File: config.mk
export PLATFORM = sky130hd
export DESIGN_NAME = e1_loopback_alarm_control
export DESIGN_NICKNAME = d
export VERILOG_FILES = /design/src/e1_lac_pkg.sv /design/src/e1_loopback_alarm_control.sv /design/src/e1_lac_sync.sv /design/src/e1_lac_zero_run.sv
export SDC_FILE = /design/constraint.sdc
export NUM_CORES = 1
export LEC_CHECK = 0
export BUFFER_PORTS_ARGS = -buffer_cell sky130_fd_sc_hd__buf_2
export CAP_MARGIN = 20
export CORE_AREA = 2 2 121 123
export DETAILED_ROUTE_END_ITERATION = 16
export DIE_AREA = 0 0 123 125
export GPL_TIMING_DRIVEN = 1
export PLACE_DENSITY = 0.68
export SLEW_MARGIN = 20
export SYNTH_ARGS = -nofsm -noshare
export SYNTH_HDL_FRONTEND = slang
export SYNTH_SLANG_ARGS = --single-unit
File: constraint.sdc
create_clock -name I_CLK -period 3.15 [get_ports I_CLK]
set_clock_uncertainty 0.2 [all_clocks]
set_input_delay 0.315 -clock I_CLK [delete_from_list [all_inputs] [get_ports I_CLK]]
set_output_delay 0.315 -clock I_CLK [all_outputs]
set_load 0.1 [all_outputs]
File: src/e1_lac_pkg.sv
// Constants and types for one E1 loopback, alarm and clock control channel.
// Assumes a single 50 MHz system clock and an 8-bit register port.
`default_nettype none
package e1_lac_pkg;
	localparam int CLK_HZ  = 50_000_000;
	localparam int LINE_HZ = 2_048_000;
	localparam int MS_PER_S = 1000;
	localparam int MF_SHORT_MS = 128;
	localparam int MF_LONG_MS  = 400;
	localparam int MF_SHORT_CYC = MF_SHORT_MS * (CLK_HZ / MS_PER_S);
	localparam int MF_LONG_CYC  = MF_LONG_MS * (CLK_HZ / MS_PER_S);
	localparam int ONES_DIV = CLK_HZ / LINE_HZ;
	localparam int TXCLK_LOSS_CYC = 64;
	localparam int FRAMES_FAST = 500;
	localparam int FRAMES_PER_S = 8000;
	localparam int ZERO_SHORT = 255;
	localparam int ZERO_LONG  = 2048;
	localparam logic [7:0] REG_COUNTER_ALARM_CLOCK_CONTROL = 8'h13;
	localparam logic [7:0] REG_LOOPBACK_LINE_MONITOR_CONTROL = 8'h14;
	localparam logic [7:0] REG_TX_MONITOR = 8'h20;
	localparam logic [7:0] REG_EVENT_STATUS = 8'h21;
	localparam logic [7:0] REG_EVENT_MASK = 8'h22;
	localparam logic [7:0] REG_LIVE_STATE = 8'h23;
	localparam logic [7:0] CTL_RST = 8'h00;
	localparam int B_INTERVAL  = 7;
	localparam int B_VIOL_KIND = 6;
	localparam int B_AUTO_AIS  = 5;
	localparam int B_AUTO_FAR  = 4;
	localparam int B_RX_FORCE  = 3;
	localparam int B_CLK_FB    = 2;
	localparam int B_CARRIER   = 1;
	localparam int B_CLK_SRC   = 0;
	localparam int B_LINE_LOOP = 7;
	localparam int B_NEAR_LOOP = 6;
	localparam int B_ALL_ONES  = 5;
	localparam int MON_MSB = 4;
	localparam int EV_W = 4;
	typedef struct packed {
		logic pos;
		logic neg;
	} line_pair_s;
	typedef struct packed {
		logic frame_loss;
		logic ais_rx;
		logic fas_sync;
		logic mf_sync;
	} rx_alarm_s;
	typedef enum logic [1:0] {
		MF_IDLE = 2'b00,
		MF_WAIT = 2'b01,
		MF_LATE = 2'b11,
		MF_LOST = 2'b10
	} mf_state_e;
endpackage
`default_nettype wire

File: src/e1_loopback_alarm_control.sv
// Loopback, alarm insertion and clock selection for one E1 channel.
// Assumes framer, formatter and counters on I_CLK; line pins asynchronous.
`timescale 1ns/10ps
`default_nettype none
module e1_loopback_alarm_control
	import e1_lac_pkg::*;
#(
	parameter int MF_SHORT = MF_SHORT_CYC,
	parameter int MF_LONG  = MF_LONG_CYC,
	parameter int FR_SLOW  = FRAMES_PER_S,
	parameter int FR_FAST  = FRAMES_FAST,
	parameter int CLK_LOSS = TXCLK_LOSS_CYC
) (
	input  wire logic                   I_CLK,
	input  wire logic                   I_RST_N,
	input  wire logic [7:0]             I_ADDR,
	input  wire logic [7:0]             I_WDATA,
	input  wire logic                   I_WR,
	input  wire logic                   I_RD,
	output logic      [7:0]             O_RDATA,
	input  wire logic                   I_FRAMER_LOOP_ENABLE,
	input  wire e1_lac_pkg::line_pair_s I_RX_LINE,
	input  wire logic                   I_TX_CLK_IN,
	input  wire logic                   I_REC_CLK,
	input  wire e1_lac_pkg::line_pair_s I_TX_FMT,
	input  wire logic                   I_RX_SER_DATA,
	input  wire e1_lac_pkg::rx_alarm_s  I_RX_ALARM,
	input  wire logic                   I_CRC4_EN,
	input  wire logic                   I_FRAME_TICK,
	input  wire logic                   I_TX_CHAN_STB,
	input  wire logic [4:0]             I_TX_CHAN_NUM,
	input  wire logic [7:0]             I_TX_CHAN_DATA,
	output e1_lac_pkg::line_pair_s      O_TX_LINE,
	output e1_lac_pkg::line_pair_s      O_RX_FRM,
	output logic                        O_RX_CLK_OUT,
	output logic                        O_RX_SERIAL_OUT,
	output logic                        O_TX_CLK_FROM_REC,
	output logic                        O_SEND_AIS,
	output logic                        O_SEND_FAR_ALARM,
	output logic                        O_CARRIER_LOSS,
	output logic                        O_CNT_LATCH,
	output logic                        O_COUNT_CV,
	output logic                        O_LOCAL_LOOP,
	output logic                        O_IRQ
);
	import e1_lac_pkg::*;

	// ****************************************************************
	// Pin synchronisers and line clock activity
	// ****************************************************************
	logic [3:0] pins_s;
	line_pair_s rx_s;
	logic       tx_clk_s;
	logic       rec_clk_s;
	logic       rec_d_r;
	logic       tx_d_r;
	logic       bit_stb;
	logic       carrier_loss;
	logic [6:0] idle_r;
	logic       clk_lost_r;

	e1_lac_sync #(.W(4)) u_sync (
		.i_clk   (I_CLK),
		.i_rst_n (I_RST_N),
		.i_d     ({I_RX_LINE, I_TX_CLK_IN, I_REC_CLK}),
		.o_q     (pins_s)
	);
	assign rx_s      = pins_s[3:2];
	assign tx_clk_s  = pins_s[1];
	assign rec_clk_s = pins_s[0];
	assign bit_stb   = rec_clk_s & ~rec_d_r;

	always_ff @(posedge I_CLK) begin
		if (!I_RST_N) begin
			rec_d_r <= 1'b0;
			tx_d_r  <= 1'b0;
		end else begin
			rec_d_r <= rec_clk_s;
			tx_d_r  <= tx_clk_s;
		end
	end

	// A transmit clock with no edge for more than CLK_LOSS cycles counts as stopped.
	always_ff @(posedge I_CLK) begin
		if (!I_RST_N) begin
			idle_r     <= '0;
			clk_lost_r <= 1'b0;
		end else if (tx_clk_s != tx_d_r) begin
			idle_r     <= '0;
			clk_lost_r <= 1'b0;
		end else if (idle_r != 7'(CLK_LOSS)) begin
			idle_r <= idle_r + 7'h01;
		end else begin
			clk_lost_r <= 1'b1;
		end
	end

	// ****************************************************************
	// Control registers
	// ****************************************************************
	logic [7:0] ctl2_r;
	logic [7:0] ctl3_r;
	logic [7:0] act2_r;
	logic [7:0] act3_r;
	logic [7:0] mon_r;
	logic [EV_W-1:0] stat_r;
	logic [EV_W-1:0] mask_r;
	logic [EV_W-1:0] events;
	logic [EV_W-1:0] stat_nxt;
	mf_state_e       mf_st;

	function automatic logic hit(input logic [7:0] a, input logic [7:0] r);
		hit = (a == r);
	endfunction

	always_ff @(posedge I_CLK) begin
		if (!I_RST_N) begin
			ctl2_r <= CTL_RST;
			ctl3_r <= CTL_RST;
			mask_r <= '0;
		end else if (I_WR) begin
			if (hit(I_ADDR, REG_COUNTER_ALARM_CLOCK_CONTROL))
				ctl2_r <= I_WDATA;
			else if (hit(I_ADDR, REG_LOOPBACK_LINE_MONITOR_CONTROL))
				ctl3_r <= I_WDATA;
			else if (hit(I_ADDR, REG_EVENT_MASK))
				mask_r <= I_WDATA[EV_W-1:0];
		end
	end

	// Settings switch only at a frame boundary so no frame is half changed.
	always_ff @(posedge I_CLK) begin
		if (!I_RST_N) begin
			act2_r <= CTL_RST;
			act3_r <= CTL_RST;
		end else if (I_FRAME_TICK) begin
			act2_r <= ctl2_r;
			act3_r <= ctl3_r;
		end
	end

	always_ff @(posedge I_CLK) begin
		if (!I_RST_N) begin
			O_RDATA <= '0;
		end else if (!I_RD) begin
			O_RDATA <= '0;
		end else if (hit(I_ADDR, REG_COUNTER_ALARM_CLOCK_CONTROL)) begin
			O_RDATA <= ctl2_r;
		end else if (hit(I_ADDR, REG_LOOPBACK_LINE_MONITOR_CONTROL)) begin
			O_RDATA <= ctl3_r;
		end else if (hit(I_ADDR, REG_TX_MONITOR)) begin
			O_RDATA <= mon_r;
		end else if (hit(I_ADDR, REG_EVENT_STATUS)) begin
			O_RDATA <= {4'h0, stat_r};
		end else if (hit(I_ADDR, REG_EVENT_MASK)) begin
			O_RDATA <= {4'h0, mask_r};
		end else if (hit(I_ADDR, REG_LIVE_STATE)) begin
			O_RDATA <= {4'h0, mf_st == MF_LOST, clk_lost_r,
				carrier_loss, I_RX_ALARM.frame_loss};
		end else begin
			O_RDATA <= '0;
		end
	end

	// The monitor copies the selected channel as each channel goes by.
	always_ff @(posedge I_CLK) begin
		if (!I_RST_N)
			mon_r <= '0;
		else if (I_TX_CHAN_STB && I_TX_CHAN_NUM == act3_r[MON_MSB:0])
			mon_r <= I_TX_CHAN_DATA;
	end

	// ****************************************************************
	// Carrier loss, error counter interval and multiframe search
	// ****************************************************************
	e1_lac_zero_run u_zero (
		.i_clk     (I_CLK),
		.i_rst_n   (I_RST_N),
		.i_bit_stb (bit_stb),
		.i_mark    (rx_s.pos | rx_s.neg),
		.i_long    (act2_r[B_CARRIER]),
		.o_loss    (carrier_loss)
	);

	logic [13:0] frm_cnt_r;
	logic [13:0] frm_lim;
	assign frm_lim = act2_r[B_INTERVAL] ? 14'(FR_FAST) : 14'(FR_SLOW);

	always_ff @(posedge I_CLK) begin
		if (!I_RST_N) begin
			frm_cnt_r   <= '0;
			O_CNT_LATCH <= 1'b0;
		end else begin
			O_CNT_LATCH <= 1'b0;
			if (I_FRAME_TICK) begin
				if (frm_cnt_r >= frm_lim - 14'h0001) begin
					frm_cnt_r   <= '0;
					O_CNT_LATCH <= 1'b1;
				end else begin
					frm_cnt_r <= frm_cnt_r + 14'h0001;
				end
			end
		end
	end

	logic [24:0] mf_cnt_r;
	logic        mf_search;
	assign mf_search = I_CRC4_EN & I_RX_ALARM.fas_sync & ~I_RX_ALARM.mf_sync;

	// Once the long limit passes, only multiframe sync or CRC4 off ends it.
	always_ff @(posedge I_CLK) begin
		if (!I_RST_N) begin
			mf_st    <= MF_IDLE;
			mf_cnt_r <= '0;
		end else begin
			case (mf_st)
			MF_IDLE: begin
				mf_cnt_r <= '0;
				if (mf_search)
					mf_st <= MF_WAIT;
			end
			MF_WAIT: begin
				mf_cnt_r <= mf_cnt_r + 25'h1;
				if (!mf_search)
					mf_st <= MF_IDLE;
				else if (mf_cnt_r == 25'(MF_SHORT - 2))
					mf_st <= MF_LATE;
			end
			MF_LATE: begin
				mf_cnt_r <= mf_cnt_r + 25'h1;
				if (!mf_search)
					mf_st <= MF_IDLE;
				else if (mf_cnt_r == 25'(MF_LONG - 2))
					mf_st <= MF_LOST;
			end
			MF_LOST: begin
				if (I_RX_ALARM.mf_sync || !I_CRC4_EN)
					mf_st <= MF_IDLE;
			end
			default: mf_st <= MF_IDLE;
			endcase
		end
	end

	// ****************************************************************
	// Alarms, clock selection and data routing
	// ****************************************************************
	logic rx_bad;
	logic ones_ph_r;
	logic [4:0] div_r;
	assign rx_bad = I_RX_ALARM.frame_loss | I_RX_ALARM.ais_rx | carrier_loss;

	always_ff @(posedge I_CLK) begin
		if (!I_RST_N) begin
			O_SEND_AIS        <= 1'b0;
			O_SEND_FAR_ALARM  <= 1'b0;
			O_CARRIER_LOSS    <= 1'b0;
			O_COUNT_CV        <= 1'b0;
			O_TX_CLK_FROM_REC <= 1'b0;
		end else begin
			O_SEND_AIS <= act2_r[B_AUTO_AIS] & rx_bad;
			O_SEND_FAR_ALARM <= act2_r[B_AUTO_FAR] & (rx_bad
				| mf_st == MF_LATE | mf_st == MF_LOST);
			O_CARRIER_LOSS <= carrier_loss;
			O_COUNT_CV <= act2_r[B_VIOL_KIND];
			O_TX_CLK_FROM_REC <= act2_r[B_CLK_SRC]
				| (act2_r[B_CLK_FB] & clk_lost_r);
		end
	end

	// All ones alternate polarity at the line bit rate, like AMI marks.
	always_ff @(posedge I_CLK) begin
		if (!I_RST_N) begin
			div_r     <= '0;
			ones_ph_r <= 1'b0;
		end else if (div_r == 5'(ONES_DIV - 1)) begin
			div_r     <= '0;
			ones_ph_r <= ~ones_ph_r;
		end else begin
			div_r <= div_r + 5'h01;
		end
	end

	// Line all ones wins over remote loop, which wins over formatter data.
	always_ff @(posedge I_CLK) begin
		if (!I_RST_N) begin
			O_TX_LINE <= '0;
		end else if (act3_r[B_ALL_ONES]) begin
			O_TX_LINE <= '{pos: ones_ph_r, neg: ~ones_ph_r};
		end else if (act3_r[B_LINE_LOOP]) begin
			O_TX_LINE <= rx_s;
		end else begin
			O_TX_LINE <= I_TX_FMT;
		end
	end

	always_ff @(posedge I_CLK) begin
		if (!I_RST_N) begin
			O_RX_FRM        <= '0;
			O_RX_CLK_OUT    <= 1'b0;
			O_RX_SERIAL_OUT <= 1'b0;
			O_LOCAL_LOOP    <= 1'b0;
		end else begin
			if (I_FRAMER_LOOP_ENABLE | act3_r[B_NEAR_LOOP])
				O_RX_FRM <= I_TX_FMT;
			else
				O_RX_FRM <= rx_s;
			O_RX_CLK_OUT <= I_FRAMER_LOOP_ENABLE ? tx_clk_s
				: rec_clk_s;
			O_RX_SERIAL_OUT <= I_RX_SER_DATA | (act2_r[B_RX_FORCE]
				& I_RX_ALARM.frame_loss);
			O_LOCAL_LOOP <= act3_r[B_NEAR_LOOP];
		end
	end

	// ****************************************************************
	// Event status and interrupt
	// ****************************************************************
	logic cl_d_r;
	logic lost_d_r;
	logic mfl_d_r;
	assign events = {O_CNT_LATCH, mf_st == MF_LOST & ~mfl_d_r,
		clk_lost_r & ~lost_d_r, carrier_loss & ~cl_d_r};

	// A new event wins over a clear written in the same cycle.
	always_comb begin
		stat_nxt = stat_r;
		if (I_WR && hit(I_ADDR, REG_EVENT_STATUS))
			stat_nxt = stat_r & ~I_WDATA[EV_W-1:0];
		stat_nxt = stat_nxt | events;
	end

	always_ff @(posedge I_CLK) begin
		if (!I_RST_N) begin
			stat_r   <= '0;
			O_IRQ    <= 1'b0;
			cl_d_r   <= 1'b0;
			lost_d_r <= 1'b0;
			mfl_d_r  <= 1'b0;
		end else begin
			stat_r   <= stat_nxt;
			O_IRQ    <= |(stat_nxt & mask_r);
			cl_d_r   <= carrier_loss;
			lost_d_r <= clk_lost_r;
			mfl_d_r  <= mf_st == MF_LOST;
		end
	end
endmodule
`default_nettype wire

File: src/e1_lac_sync.sv
// Two-flop synchroniser for a group of pin levels.
// Assumes the inputs are asynchronous to the clock.
`timescale 1ns/10ps
`default_nettype none
module e1_lac_sync #(
	parameter int W = 1
) (
	input  wire logic         i_clk,
	input  wire logic         i_rst_n,
	input  wire logic [W-1:0] i_d,
	output logic      [W-1:0] o_q
);
	logic [W-1:0] meta_r;
	always_ff @(posedge i_clk) begin
		if (!i_rst_n) begin
			meta_r <= '0;
			o_q    <= '0;
		end else begin
			meta_r <= i_d;
			o_q    <= meta_r;
		end
	end
endmodule
`default_nettype wire

File: src/e1_lac_zero_run.sv
// Consecutive-zero counter that declares receive carrier loss.
// Assumes one bit strobe per received line bit, on the system clock.
`timescale 1ns/10ps
`default_nettype none
module e1_lac_zero_run
	import e1_lac_pkg::*;
#(
	parameter int SHORT = ZERO_SHORT,
	parameter int LONG  = ZERO_LONG
) (
	input  wire logic i_clk,
	input  wire logic i_rst_n,
	input  wire logic i_bit_stb,
	input  wire logic i_mark,
	input  wire logic i_long,
	output logic      o_loss
);
	logic [11:0] cnt_r;
	logic [11:0] thr;
	assign thr = i_long ? 12'(LONG) : 12'(SHORT);
	// The count saturates so a dead line holds loss without wrapping.
	always_ff @(posedge i_clk) begin
		if (!i_rst_n) begin
			cnt_r  <= '0;
			o_loss <= 1'b0;
		end else if (i_bit_stb) begin
			if (i_mark) begin
				cnt_r  <= '0;
				o_loss <= 1'b0;
			end else begin
				if (cnt_r < thr)
					cnt_r <= cnt_r + 12'h001;
				o_loss <= (cnt_r + 12'h001) >= thr;
			end
		end
	end
endmodule
`default_nettype wire

==> results.md, run 1 <==
* Num rows at 44
* Kind of critical path: flop to flop
* Number of global-route vias before repair at around 5600
* Root Driver: clkbuf_16
* Synthesis warning total at 0
* Setup Buffers After CTS at 0
* Post-Syn Area at ~6900 um2
* Worst-case vdd ir drop at approximately 0.40 mV
* Sw Pwr at a little under 1 mW
* Total power at roughly 4.2 mW
* Drt pass-1 iters at 7
* Period utilization at 0.8237
* Total die area at between 15000 and 20000 um2
* Most frequent cells in the layout: 150 x dfxtp_1, 103 x nor2_1, 79 x nand2_1
* Total track usage at 0.2153
* Min-Delay Path Depth at 3
* Leading cell type in the layout, fill and taps excluded: dfxtp_1
* Worst-path fanout max at 9
* Vias per cell at 5.511
* LEAKAGE at ~3.5 nW
* Synth Register Bits at 150
* Post-synth EDFFs at 0
* Clk pwr share at 0.490
* Sequential power share at 0.456
* Synth unique cells at 60
* Pins Over Slew Limit at 0
* Die extent in x at around 120 um
* Final hold viol count at 0
* H-Tree Depth at 4
* Syn Area/Cell at 9.020 um2
* Largest net degree at the start of global routing at 34
* Nets at around 940
* Worst hold start: I_FRAMER_LOOP_ENABLE
* Layout cells sized above 1 at 0.1636
* Relative slew slack at 0.5526
* Worst Max-Slew Pin Slew at around 0.67 ns
* Internal power consumption at approximately 3.2 mW
* Gate power share at 0.053
* Switch share at 0.2328
* Syn_nets at between 800 and 900
* DR WL/cell at roughly 15 um
* Reg2Reg Setup Slack at 0.56 ns
* Hold Crit Class: input port to flop
* Crit path DAT at ~2.7 ns
* FMAX at 0.3854 GHz
* Most used cell, CP: o211a_1
* Gr ovfl total at 0
* Pwr Density at 508.4 nW/um2
* Clk sinks at 150
* Reg2Reg Launch Point: act2_r[1]$_SDFFE_PN0P_
* Final Setup Violations at 0
* Core Box Area at 14200 um2
* Unrepaired setup endpoints after global routing: false
* CTS clk-pin slew, worst paths at around 0.07 ns
* Slowest-stage cell, CP: dfxtp_1
* Req. time, crit path at roughly 3.3 ns
* Max cap viols at 0
* Hold Path End: O_RX_CLK_OUT$_SDFF_PN0_
* CP cell instances: ha_1, nor2b_1, o211a_1, o211a_1, or2_2, o311ai_0, a31oi_1
* DRT iter0 DRCs at 410
* Diodes inserted at 0
* First-pass GRT wire length at roughly 26000 um
* Clock Latency Late Sink at 0.43 ns
* Synth Instances at 766
* Outcome: complete, no violations
* CP Capture Type: flop
* Setup crit start kind: flop
* Ys flop type: dfxtp_1
* Final ANT Viol Nets at 0
* Routed WL at 15940 um
* Reg2Reg Depth at 7
* Port Buffers at between 60 and 70
* Final core occ at 0.5864
* Vias post-DR at 5831
* Crit Reg-Reg Endpoint: u_zero.cnt_r[4]$_SDFFE_PN0P_
* Ys async rst share at 0
* Slowest cell delay on critical path at between 0.5 and 0.6 ns
* CTS tree: yes
* Clock Tree Buf Depth at 2
* Initial antenna violation count at 0
* Area grow syn2layout at 20.55%
* DRC at 0
* Tmin final at ~2.6 ns
* TNS Setup at 0 ns
* Global placer's final weighted congestion at roughly 0.9
* Starting Density at 0.4864
* Fill cells at 1243
* Num CTS Buffers at 17
* IO Pins at 70
* Die Ht at 125 um
* Seq/Total Area, Yosys at 0.4346
* Post-DP HPWL at between 10000 and 15000 um
## cell type report
class,count,area (um2),area share
inverter,13,48.80,0.005858
clock inverter,12,140.1,0.01682
timing repair buffer,108,710.7,0.08532
clock buffer,20,466.7,0.05603
multi-input combinational,571,3730,0.4478
sequential,150,3003,0.3605
tap,184,230.2,0.02764
## timing repair
item                      in CTS  in global routing
resized for setup              0                  0
hold buffers                  29                  0
hold endpoints to repair      35                  0
## synth_stat cells (4+ instances only)
| library cell | count | area share |
|---|---|---|
| dfxtp_1 | 150 | 0.43 |
| nor2_1 | 103 | 0.056 |
| nand2_1 | 79 | 0.043 |
| a21oi_1 | 46 | 0.033 |
| nand3_1 | 46 | 0.033 |
| mux2i_1 | 34 | 0.049 |
| ha_1 | 33 | 0.060 |
| xor2_1 | 25 | 0.032 |
| clkbuf_1 | 23 | 0.012 |
| and2_1 | 20 | 0.018 |
| and3_1 | 18 | 0.016 |
| xnor2_1 | 16 | 0.020 |
| inv_1 | 13 | 0.0071 |
| nand4_1 | 12 | 0.011 |
| a22oi_1 | 9 | 0.0098 |
| mux2_2 | 9 | 0.015 |
| nor3_1 | 9 | 0.0065 |
| o21ai_0 | 9 | 0.0065 |
| or2_2 | 9 | 0.0081 |
| buf_2 | 6 | 0.0043 |
| nand2b_1 | 6 | 0.0054 |
| a31oi_1 | 5 | 0.0045 |
| nor2b_1 | 5 | 0.0045 |
| o211a_1 | 5 | 0.0072 |
| or3_1 | 5 | 0.0045 |
| a211oi_1 | 4 | 0.0043 |
| a222oi_1 | 4 | 0.0058 |
| and4_1 | 4 | 0.0051 |
| nand4b_1 | 4 | 0.0051 |
| o211ai_1 | 4 | 0.0043 |
## critical path: cells and delay by family (launching register included)
family	cells	cell delay, ns
AOI/OAI and AO/OA	4	0.98
adders and majority gates	1	0.30
and+or+nand+nor	2	0.46
DFF	1	0.52
## power by group through the flow
| stage | Clock, mW | Sequential, mW | Combinational [mW] |
|---|---|---|---|
| finish | 2.08 | 1.93 | 0.226 |
| global route | 2.19 | 1.93 | 0.247 |
| CTS | 2.10 | 1.93 | 0.226 |
| detailed placement | 0 | 1.97 | 0.198 |
| global placement | 0 | 1.97 | 0.194 |
| floorplan | 0 | 2.00 | 0.101 |
## flip-flops by register name (all words and copies together), names as in the netlist, 7 cells and up
signal,count
act2_r,8
act3_r,8
O_RDATA,8
ctl2_r,8
mf_cnt_r,25
frm_cnt_r,14
idle_r,7
u_zero.cnt_r,12
ctl3_r,8
mon_r,8
## layer usage
layer,wire length [um],vias up,GRT usage
li1,-,2887,-
met1,7129,2776,0.2669
met2,7737,135,0.3555
met3,695,33,0.04516
met4,376,0,0.09960
met5,0,-,0
## per-stage QoR
| step | instance area (um2) | hold slack [ns] | std cells | worst slack, ns |
|---|---|---|---|---|
| 5_1_grt | 8329 | 0.01774 | 1058 | 0.3017 |
| 3_3_place_gp | 7432 | 0.2168 | 997 | 0.6936 |
| 4_1_cts | 8329 | 0.00007616 | 1058 | 0.6144 |
| 2_1_floorplan | 6909 | 0.2119 | 766 | 0.6537 |
| 3_5_place_dp | 7432 | 0.2229 | 997 | 0.6300 |
| 6_report | 8329 | 0.004139 | 1058 | 0.5553 |
## kinds of logic (layout without fill, tap and decap cells)
| family | Yosys count | after routing | share of synthesized area |
|---|---|---|---|
| adders and majority gates | 33 | 33 | 0.05976 |
| buffers and inverters | 45 | 153 | 0.02553 |
| xor gates and xnor gates | 41 | 41 | 0.05197 |
| muxes | 46 | 46 | 0.07371 |
| AOI/OAI and AO/OA | 107 | 107 | 0.1014 |
| DFF | 150 | 150 | 0.4346 |
| and+or+nand+nor | 344 | 344 | 0.2530 |
## worst max path at each step
stage                                 start                           end  slack (ns)  depth (start not counted)
2_1_floorplan        act2_r[1]$_SDFFE_PN0P_  u_zero.cnt_r[5]$_SDFFE_PN0P_        0.65                          7
3_3_place_gp         act2_r[1]$_SDFFE_PN0P_  u_zero.cnt_r[5]$_SDFFE_PN0P_        0.69                          7
3_5_place_dp         act2_r[1]$_SDFFE_PN0P_  u_zero.cnt_r[4]$_SDFFE_PN0P_        0.63                          7
4_1_cts              act2_r[1]$_SDFFE_PN0P_  u_zero.cnt_r[4]$_SDFFE_PN0P_        0.61                          7
5_1_grt        u_zero.cnt_r[0]$_SDFFE_PN0P_    u_zero.o_loss$_SDFFE_PN0P_        0.30                         11
6_report             act2_r[1]$_SDFFE_PN0P_  u_zero.cnt_r[4]$_SDFFE_PN0P_        0.56                          7
(Power assumes the default switching activity.)
==> run 2, diff against run 1 <==
==> constraint.sdc (replaced) <==
create_clock -name I_CLK -period 2.4 [get_ports I_CLK]
set_clock_uncertainty 0.2 [all_clocks]
set_input_delay 0.24 -clock I_CLK [delete_from_list [all_inputs] [get_ports I_CLK]]
set_output_delay 0.24 -clock I_CLK [all_outputs]
set_load 0.1 [all_outputs]
==> run 2 against run 1 <==
  * Final cell count up 2.6%
  * Non-clock buffer count increased by 27
  * Core utilization grew 2.2 points
  * Register-to-register slack got worse by 0.45 ns
  * Combinational power up 39%
  * Worst setup slack worse by 0.46 ns
  * Cell area grew 3.8%
  * Die area unchanged
  * Largest cell class unchanged
  * Global-route usage rose by 0.47 points
  * Clock power up 35%
==> results.md, run 2 (synthesis gave the netlist of run 1 again) <==
* CP Capture Type: flop
* Unrepaired setup endpoints after global routing: true
* Core Box Area at 14200 um2 (unchanged)
* First-pass GRT wire length at 26960 um (+2.6%)
* Clk sinks at 150 (unchanged)
* Area grow syn2layout at 25.08%
* Num CTS Buffers at 17 (unchanged)
* Most used cell, CP: dlygate4sd3_1
* Setup crit start kind: input port
* Period utilization at 0.9600
* Register with the most flip-flops: mf_cnt_r
* CP cell instances: dlygate4sd3_1, buf_2, o21ai_0, dlygate4sd3_1, a21oi_1, dlygate4sd3_1
* DR WL/cell at 15.03 um (-0.21%)
* Pwr Density at 654.3 nW/um2 (+29%)
* H-Tree Depth at 4 (unchanged)
* DRT iter0 DRCs at 471 (+15%)
* Pins Over Slew Limit at 0 (unchanged)
* LEAKAGE at 3.615 nW (+4.2%)
* Worst hold start: I_RST_N
* Placed Instance Area at 7599 um2 (+2.2%)
* Relative slew slack at 0.6581 (+0.1055)
* Dpl cells at 1019 (+2.2%)
* Die extent in x at 123 um (unchanged)
* Hold Path End: mf_cnt_r[18]$_SDFFE_PN0P_
* Number of global-route vias before repair at 5738 (+3.1%)
* Total track usage at 0.2199 (+0.004650)
* Vias post-DR at 5919 (+1.5%)
* Crit Reg-Reg Endpoint: u_zero.cnt_r[5]$_SDFFE_PN0P_
* Largest net degree at the start of global routing at 37 (+8.8%)
* CTS tree: yes
* Worst hold slack at 0.03782 ns (+0.03368 ns)
* Routed WL at 16310 um (+2.3%)
* Leading cell type in the layout, fill and taps excluded: dfxtp_1
* Initial antenna violation count at 0 (unchanged)
* Final ANT Viol Nets at 0 (unchanged)
* Max reg flops at 25 (unchanged)
* TNS Setup at 0 ns (unchanged)
* Reg2Reg Setup Slack at 0.11 ns (-0.45 ns)
* Final Setup Violations at 0 (unchanged)
* Req. time, crit path at 2.50 ns (-0.75 ns)
* Worst Max-Slew Pin Slew at 0.5165 ns (-0.1547 ns)
* Global placer's final weighted congestion at 0.8483 (-4.6%)
* Starting Density at 0.4864 (unchanged)
* Drt pass-1 iters at 6 (-1)
* Final hold viol count at 0 (unchanged)
* Total die area at 15380 um2 (unchanged)
* Crit path DAT at 2.40 ns (-0.30 ns)
* Outcome: complete, no violations
* Leading registers by flop count: mf_cnt_r: 25 flops, frm_cnt_r: 14 flops, u_zero.cnt_r: 12 flops
* Gr ovfl total at 0 (unchanged)
* Die Ht at 125 um (unchanged)
* Reg2Reg Depth at 9 (+2)
* Port Buffers at 69 (unchanged)
* Layout cells sized above 1 at 0.1987 (+0.03505)
* Nets at 969 (+2.9%)
* FMAX at between 0.4 and 0.5 GHz
* Reg2Reg Launch Point: u_zero.cnt_r[0]$_SDFFE_PN0P_
* Fin cells at 1085 (+2.6%)
* Worst-case vdd ir drop at 0.5336 mV (+34%)
* Root Driver: clkbuf_16
* DRC at 0 (unchanged)
* Kind of critical path: input port to flop
* Most frequent cells in the layout: 143 x dfxtp_1, 102 x nor2_1, 79 x nand2_1
* Min-Delay Path Depth at 2 (-1)
* Post-DP HPWL at 11430 um (+2.7%)
* CTS clk-pin slew, worst paths at 0.06 ns (about the same)
* Worst-path fanout max at 4 (-5)
* Clock Tree Buf Depth at 2 (unchanged)
* Vias per cell at 5.455 (-1.0%)
* Tmin final at 2.304 ns
* Clock Latency Late Sink at 0.43 ns (about the same)
* Diodes inserted at 0 (unchanged)
* Hold Crit Class: input port to flop
* Post-route cell area at 8642 um2 (+3.8%)
* IO Pins at 70 (unchanged)
* Max cap viols at 0 (unchanged)
* Slowest-stage cell, CP: dlygate4sd3_1
* Num rows at 44 (unchanged)
* Slowest cell delay on critical path at 0.60 ns (+0.08 ns)
==> run 2: cell types whose count changed in the layout (fill, tap and decap cells not counted), moves of 4 or more <==
cell,previous run,this run
dlygate4sd3_1,29,33
dfxtp_4,0,4
buf_4,10,32
dfxtp_1,150,143
==> run 2: layer usage <==
| metal | track usage | vias to the layer above | routed length [um] |
|---|---|---|---|
| met5 | 0 | - | 0 |
| met4 | 0.08155 | 0 | 374 |
| met3 | 0.05429 | 27 | 706 |
| met2 | 0.3689 | 155 | 8034 |
| met1 | 0.2714 | 2795 | 7195 |
| li1 | - | 2942 | - |
==> run 2: worst max path at each step <==
stage                                       startpoint                      endpoint  slack, ns
after floorplan                 act2_r[1]$_SDFFE_PN0P_  u_zero.cnt_r[5]$_SDFFE_PN0P_       0.06
after global placement    u_zero.cnt_r[0]$_SDFFE_PN0P_    u_zero.o_loss$_SDFFE_PN0P_       0.07
after detailed placement  u_zero.cnt_r[0]$_SDFFE_PN0P_    u_zero.o_loss$_SDFFE_PN0P_      -0.16
after CTS                 u_zero.cnt_r[1]$_SDFFE_PN0P_    u_zero.o_loss$_SDFFE_PN0P_       0.01
after global routing      u_zero.cnt_r[0]$_SDFFE_PN0P_  u_zero.cnt_r[5]$_SDFFE_PN0P_      -0.02
final                             I_FRAMER_LOOP_ENABLE        O_RX_FRM[0]$_SDFF_PN0_        0.1
==> run 2: critical path, delay by kind of cell <==
family          cells  cell delay (ns)
buf+inv             4             1.87
compound gates      2             0.29
==> run 2: power by group <==
group,leakage (nW),internal [mW],switching (mW)
clock network,0.300,1.77,1.04
registers,1.22,2.51,0.0193
logic,2.10,0.131,0.184
total,3.61,4.41,1.24
==> run 2: timing repair <==
| item | in CTS | in global routing |
|---|---|---|
| pin swaps | 6 | 5 |
| gates resized for setup | 13 | 13 |
| endpoints found under the setup margin | 1 | 22 |
| setup buffers | 1 | 0 |
| hold endpoints to repair | 42 | 0 |
| hold buffers | 33 | 0 |
==> run 2: area by class of cell <==
class,count,area [um2]
inverter,13,48.80
multi-input combinational,571,3791
timing repair buffer,135,927.1
clock buffer,20,446.7
tap,184,230.2
clock inverter,12,176.4
sequential,150,3022
fill,1187,5562
==> run 2: per-stage QoR <==
step / utilization / worst slack [ns] / total power [mW]
2_1_floorplan: - / 0.06488 / 2.755
3_3_place_gp: 0.5350 / 0.07076 / 2.851
3_5_place_dp: 0.5350 / -0.1590 / 2.858
4_1_cts: 0.6056 / 0.009837 / 5.698
5_1_grt: 0.6084 / -0.02227 / 5.829
6_report: 0.6084 / 0.09601 / 5.654
==> run 3, diff against run 2 <==
--- a/config.mk
+++ b/config.mk
@@ -5,12 +5,14 @@
 export SDC_FILE = /design/constraint.sdc
 export NUM_CORES = 1
 export LEC_CHECK = 0
+export ABC_AREA = 1
 export BUFFER_PORTS_ARGS = -buffer_cell sky130_fd_sc_hd__buf_2
 export CAP_MARGIN = 20
-export CORE_AREA = 2 2 121 123
+export CORE_AREA = 2 2 159 99
 export DETAILED_ROUTE_END_ITERATION = 16
-export DIE_AREA = 0 0 123 125
+export DIE_AREA = 0 0 161 101
 export GPL_TIMING_DRIVEN = 1
+export MAX_ROUTING_LAYER = met4
 export PLACE_DENSITY = 0.68
 export SLEW_MARGIN = 20
 export SYNTH_ARGS = -nofsm -noshare
==> run 3 against run 2 <==
  * First-iteration DRC count grew 16%
  * Via count grew 14%
  * Sequential share of layout area shrank 0.69 points
  * Worst setup slack gained 0.0046 ns
  * Die area grew 5.8%
  * Hold slack lost 0.012 ns
==> results.md, run 3 <==
* Clock Tree Buf Depth at 2 (unchanged)
* Final core occ at 0.5899 (-0.01852)
* Largest net degree at the start of global routing at 54 (+46%)
* Number of global-route vias before repair at 6000 (+4.6%)
* WP depth at 13 (+7)
* Total die area at 16260 um2 (+5.8%)
* Reg2Reg Depth at 13 (+4)
* Largest family of logic cells by synthesized area: simple AND/OR/NAND/NOR gates
* Drt pass-1 iters at 5 (-1)
* H-Tree Depth at 4 (unchanged)
* Die extent in x at 161 um (+31%)
* Outcome: complete, no violations
* Period utilization at 0.9581 (-0.001903)
* Root Driver: clkbuf_16
* Pins Over Slew Limit at 0 (unchanged)
* Max cap viols at 0 (unchanged)
* Ys async rst share at 0 (unchanged)
* Unrepaired setup endpoints after global routing: true
* CP Capture Type: flop
* Gr ovfl total at 0 (unchanged)
* Worst-case vdd ir drop at 0.4731 mV (-11%)
* Leading cell type in the layout, fill and taps excluded: nand2_1
* Kind of critical path: flop to flop
* Slowest cell delay on critical path at 0.37 ns (-0.23 ns)
* Pwr Density at 634.7 nW/um2 (-3.0%)
* Pre-CTS setup slack at -0.000003997 ns (+0.1590 ns)
* Post-Syn Area at 7237 um2 (+4.7%)
* Relative slew slack at 0.6525 (-0.005527)
* Synth unique cells at 46 (-23%)
* Fraction of the mapped netlist area in simple logic gates at 0.2552 (+0.002199)
* Register with the most flip-flops: mf_cnt_r
* Post-synthesis share of cell area spent on xor and xnor gates at 0.02663 (-0.02535)
* Sw Pwr at 1.437 mW (+16%)
* DRT iter0 DRCs at 547 (+16%)
* Fill cells at 1379 (+16%)
* Worst path bufs/invs at 0 (-4)
* Syn Area/Cell at 7.222 um2 (-20%)
* Port Buffers at 69 (unchanged)
* Num rows at 35 (-20%)
* Total power at 5.575 mW (-1.4%)
* Final hold viol count at 0 (unchanged)
* Top cells by count, synth: 187 x nand2_1, 159 x inv_1, 150 x dfxtp_1
* IO Pins at 70 (unchanged)
* Synth Instances at 1002 (+31%)
* Clock Latency Late Sink at 0.42 ns (about the same)
* Initial antenna violation count at 1 (+1)
* Max reg flops at 25 (unchanged)
* Most frequent cells in the layout: 186 x nand2_1, 159 x inv_1, 146 x dfxtp_1
* CTS tree: yes
* Vias per cell at 5.074 (-7.0%)
* Synthesis warning total at 0 (unchanged)
* Area share of fa/ha/maj cells after synthesis at 0.05705 (-0.002707)
* Worst-path fanout max at 3 (-1)
* Seq/Total Area, Yosys at 0.4149 (-0.01969)
* Compound-cell area share of the yosys netlist at 0.1445 (+0.04312)
* PnR worst setup slack at 0.1006 ns (+0.004568 ns)
* Ys flop type: dfxtp_1
* Internal power consumption at 4.138 mW (-6.2%)
* Setup crit start kind: flop
* Mux contribution to synthesized area at 0 (-0.07371)
* CP top delay family: simple AND/OR/NAND/NOR gates
* Layout cells sized above 1 at 0.1342 (-0.06445)
* Most used cell, CP: nand2_1
* Tmin final at 2.299 ns (-0.004568 ns)
* TNS Setup at 0 ns (unchanged)
* Vias post-DR at 6743 (+14%)
* Clk sinks at 150 (unchanged)
* Core Box Area at 14890 um2 (+4.8%)
* Routed WL at 18180 um (+11%)
* Req. time, crit path at 2.50 ns (about the same)
* CP cell instances: nand4_1, nor3_2, xor2_1, ha_1, a21o_1, nor2_1, nand3_1, nor2_1, nand3_1, nand2_1, nand2_1, nand2_1, nand2_1
* Reg2Reg Launch Point: u_zero.cnt_r[2]$_SDFFE_PN0P_
* Final Setup Violations at 0 (unchanged)
* Global placer's final weighted congestion at 0.9308 (+9.7%)
* Crit path DAT at 2.40 ns (about the same)
* Num CTS Buffers at 17 (unchanged)
* Gate power share at 0.076 (+0.020)
* CTS clk-pin slew, worst paths at 0.06 ns (about the same)
* Critical path origin: u_zero.cnt_r[2]$_SDFFE_PN0P_
* Leading registers by flop count: mf_cnt_r: 25 flops, frm_cnt_r: 14 flops, u_zero.cnt_r: 12 flops
* First-pass GRT wire length at 29930 um (+11%)
* Syn_nets at 1083 (+28%)
* CP endpoint: u_zero.o_loss$_SDFFE_PN0P_
* Starting Density at 0.4861 (about the same)
* DRC at 0 (unchanged)
* Ranking of synthesized cells by area: dfxtp_1 41%, nand2_1 9.7%, inv_1 8.2%
* Post-synth EDFFs at 0 (unchanged)
* Leading area contributor after synthesis: dfxtp_1
* LEAKAGE at 3.929 nW (+8.7%)
* Area grow syn2layout at 21.37%
* Clk pwr share at 0.463 (-0.033)
* Crit Reg-Reg Endpoint: u_zero.o_loss$_SDFFE_PN0P_
* Nets at 1194 (+23%)
* Most common cell in the netlist: nand2_1
* Hold Crit Class: input port to flop
* Top cell type's share of synthesized area at 0.4149 (-0.01969)
* Worst Max-Slew Pin Slew at 0.5198 ns (+0.003282 ns)
* Slowest-stage cell, CP: dfxtp_1
* Synth Register Bits at 150 (unchanged)
* Switch share at 0.2577 (+0.03789)
* Die Ht at 101 um (-19%)
* FMAX at 0.4349 GHz (+0.20%)
* Post-DP HPWL at 13210 um (+16%)
* Total track usage at 0.2378 (+0.01790)
* DR WL/cell at 13.68 um (-9.0%)
* Final ANT Viol Nets at 0 (unchanged)
* Sequential power share at 0.461 (+0.013)
* Reg2Reg Setup Slack at 0.10 ns (about the same)
==> run 3: kinds of logic after synthesis <==
family	count (synthesis)
compound gates	195
xor+xnor	22
fa+ha+maj	33
buf+inv	189
flops	150
simple gates	413
==> run 3: worst min path at each step <==
stage	startpoint	endpoint	depth (start not counted)
finish	I_FRAME_TICK	frm_cnt_r[0]$_SDFFE_PN0P_	3
detailed placement	u_sync.meta_r[1]$_SDFF_PN0_	u_sync.o_q[1]$_SDFF_PN0_	2
global route	I_FRAME_TICK	frm_cnt_r[0]$_SDFFE_PN0P_	3
CTS	I_FRAME_TICK	frm_cnt_r[0]$_SDFFE_PN0P_	3
floorplan	I_REC_CLK	u_sync.meta_r[0]$_SDFF_PN0_	2
global placement	u_sync.meta_r[1]$_SDFF_PN0_	u_sync.o_q[1]$_SDFF_PN0_	2
==> run 3: area by class of cell <==
| cell class | instances | area (um2) | share of cell area |
|---|---|---|---|
| Multi-Input combinational cell | 663 | 3526 | 0.4014 |
| Sequential cell | 150 | 3010 | 0.3427 |
| Timing Repair Buffer | 118 | 813.3 | 0.09259 |
| Inverter | 163 | 611.8 | 0.06966 |
| Clock buffer | 17 | 425.4 | 0.04843 |
| Tap cell | 203 | 254.0 | 0.02892 |
| Clock inverter | 14 | 140.1 | 0.01595 |
| Antenna cell | 1 | 2.502 | 0.0002849 |
==> run 3: per-stage QoR <==
step	instance area (um2)	instances	hold WS [ns]
6_report	8783	1329	0.02614
5_1_grt	8783	1329	0.02327
4_1_cts	8740	1327	0.01512
3_5_place_dp	7873	1266	0.1947
3_3_place_gp	7873	1266	0.1943
2_1_floorplan	7237	1002	0.1376
==> run 3: what timing repair did <==
| item | CTS | global route |
|---|---|---|
| setup endpoints to repair | 1 | 13 |
| resized for setup | 1 | 11 |
| buffers inserted | 0 | 1 |
| endpoints found under the hold margin | 37 | 0 |
| hold buffers | 30 | 0 |
| pin swaps | 0 | 2 |
==> run 3: power groups by stage <==
stage	Sequential (mW)	Clock, mW	Combinational [mW]
6_report	2.57	2.58	0.422
5_1_grt	2.58	2.73	0.468
4_1_cts	2.57	2.62	0.420
3_5_place_dp	2.63	0	0.382
3_3_place_gp	2.63	0	0.380
2_1_floorplan	2.69	0	0.182
==> run 3: per-layer routing <==
layer  track usage  vias up  share of wire
met4       0.07418        0          0.014
met1        0.3539     3019           0.54
met2        0.3219      203           0.39
met5             -        -              0
li1              -     3503              -
met3       0.04360       18          0.056
==> run 3: worst register-to-register path: cells and delay by family (launching register included) <==
kind,cells,cell delay [ns]
adder cells (fa/ha/maj),1,0.29
AO/OA/AOI/OAI,1,0.19
XOR/XNOR,1,0.23
flip-flops,1,0.37
AND/OR/NAND/NOR,10,0.92
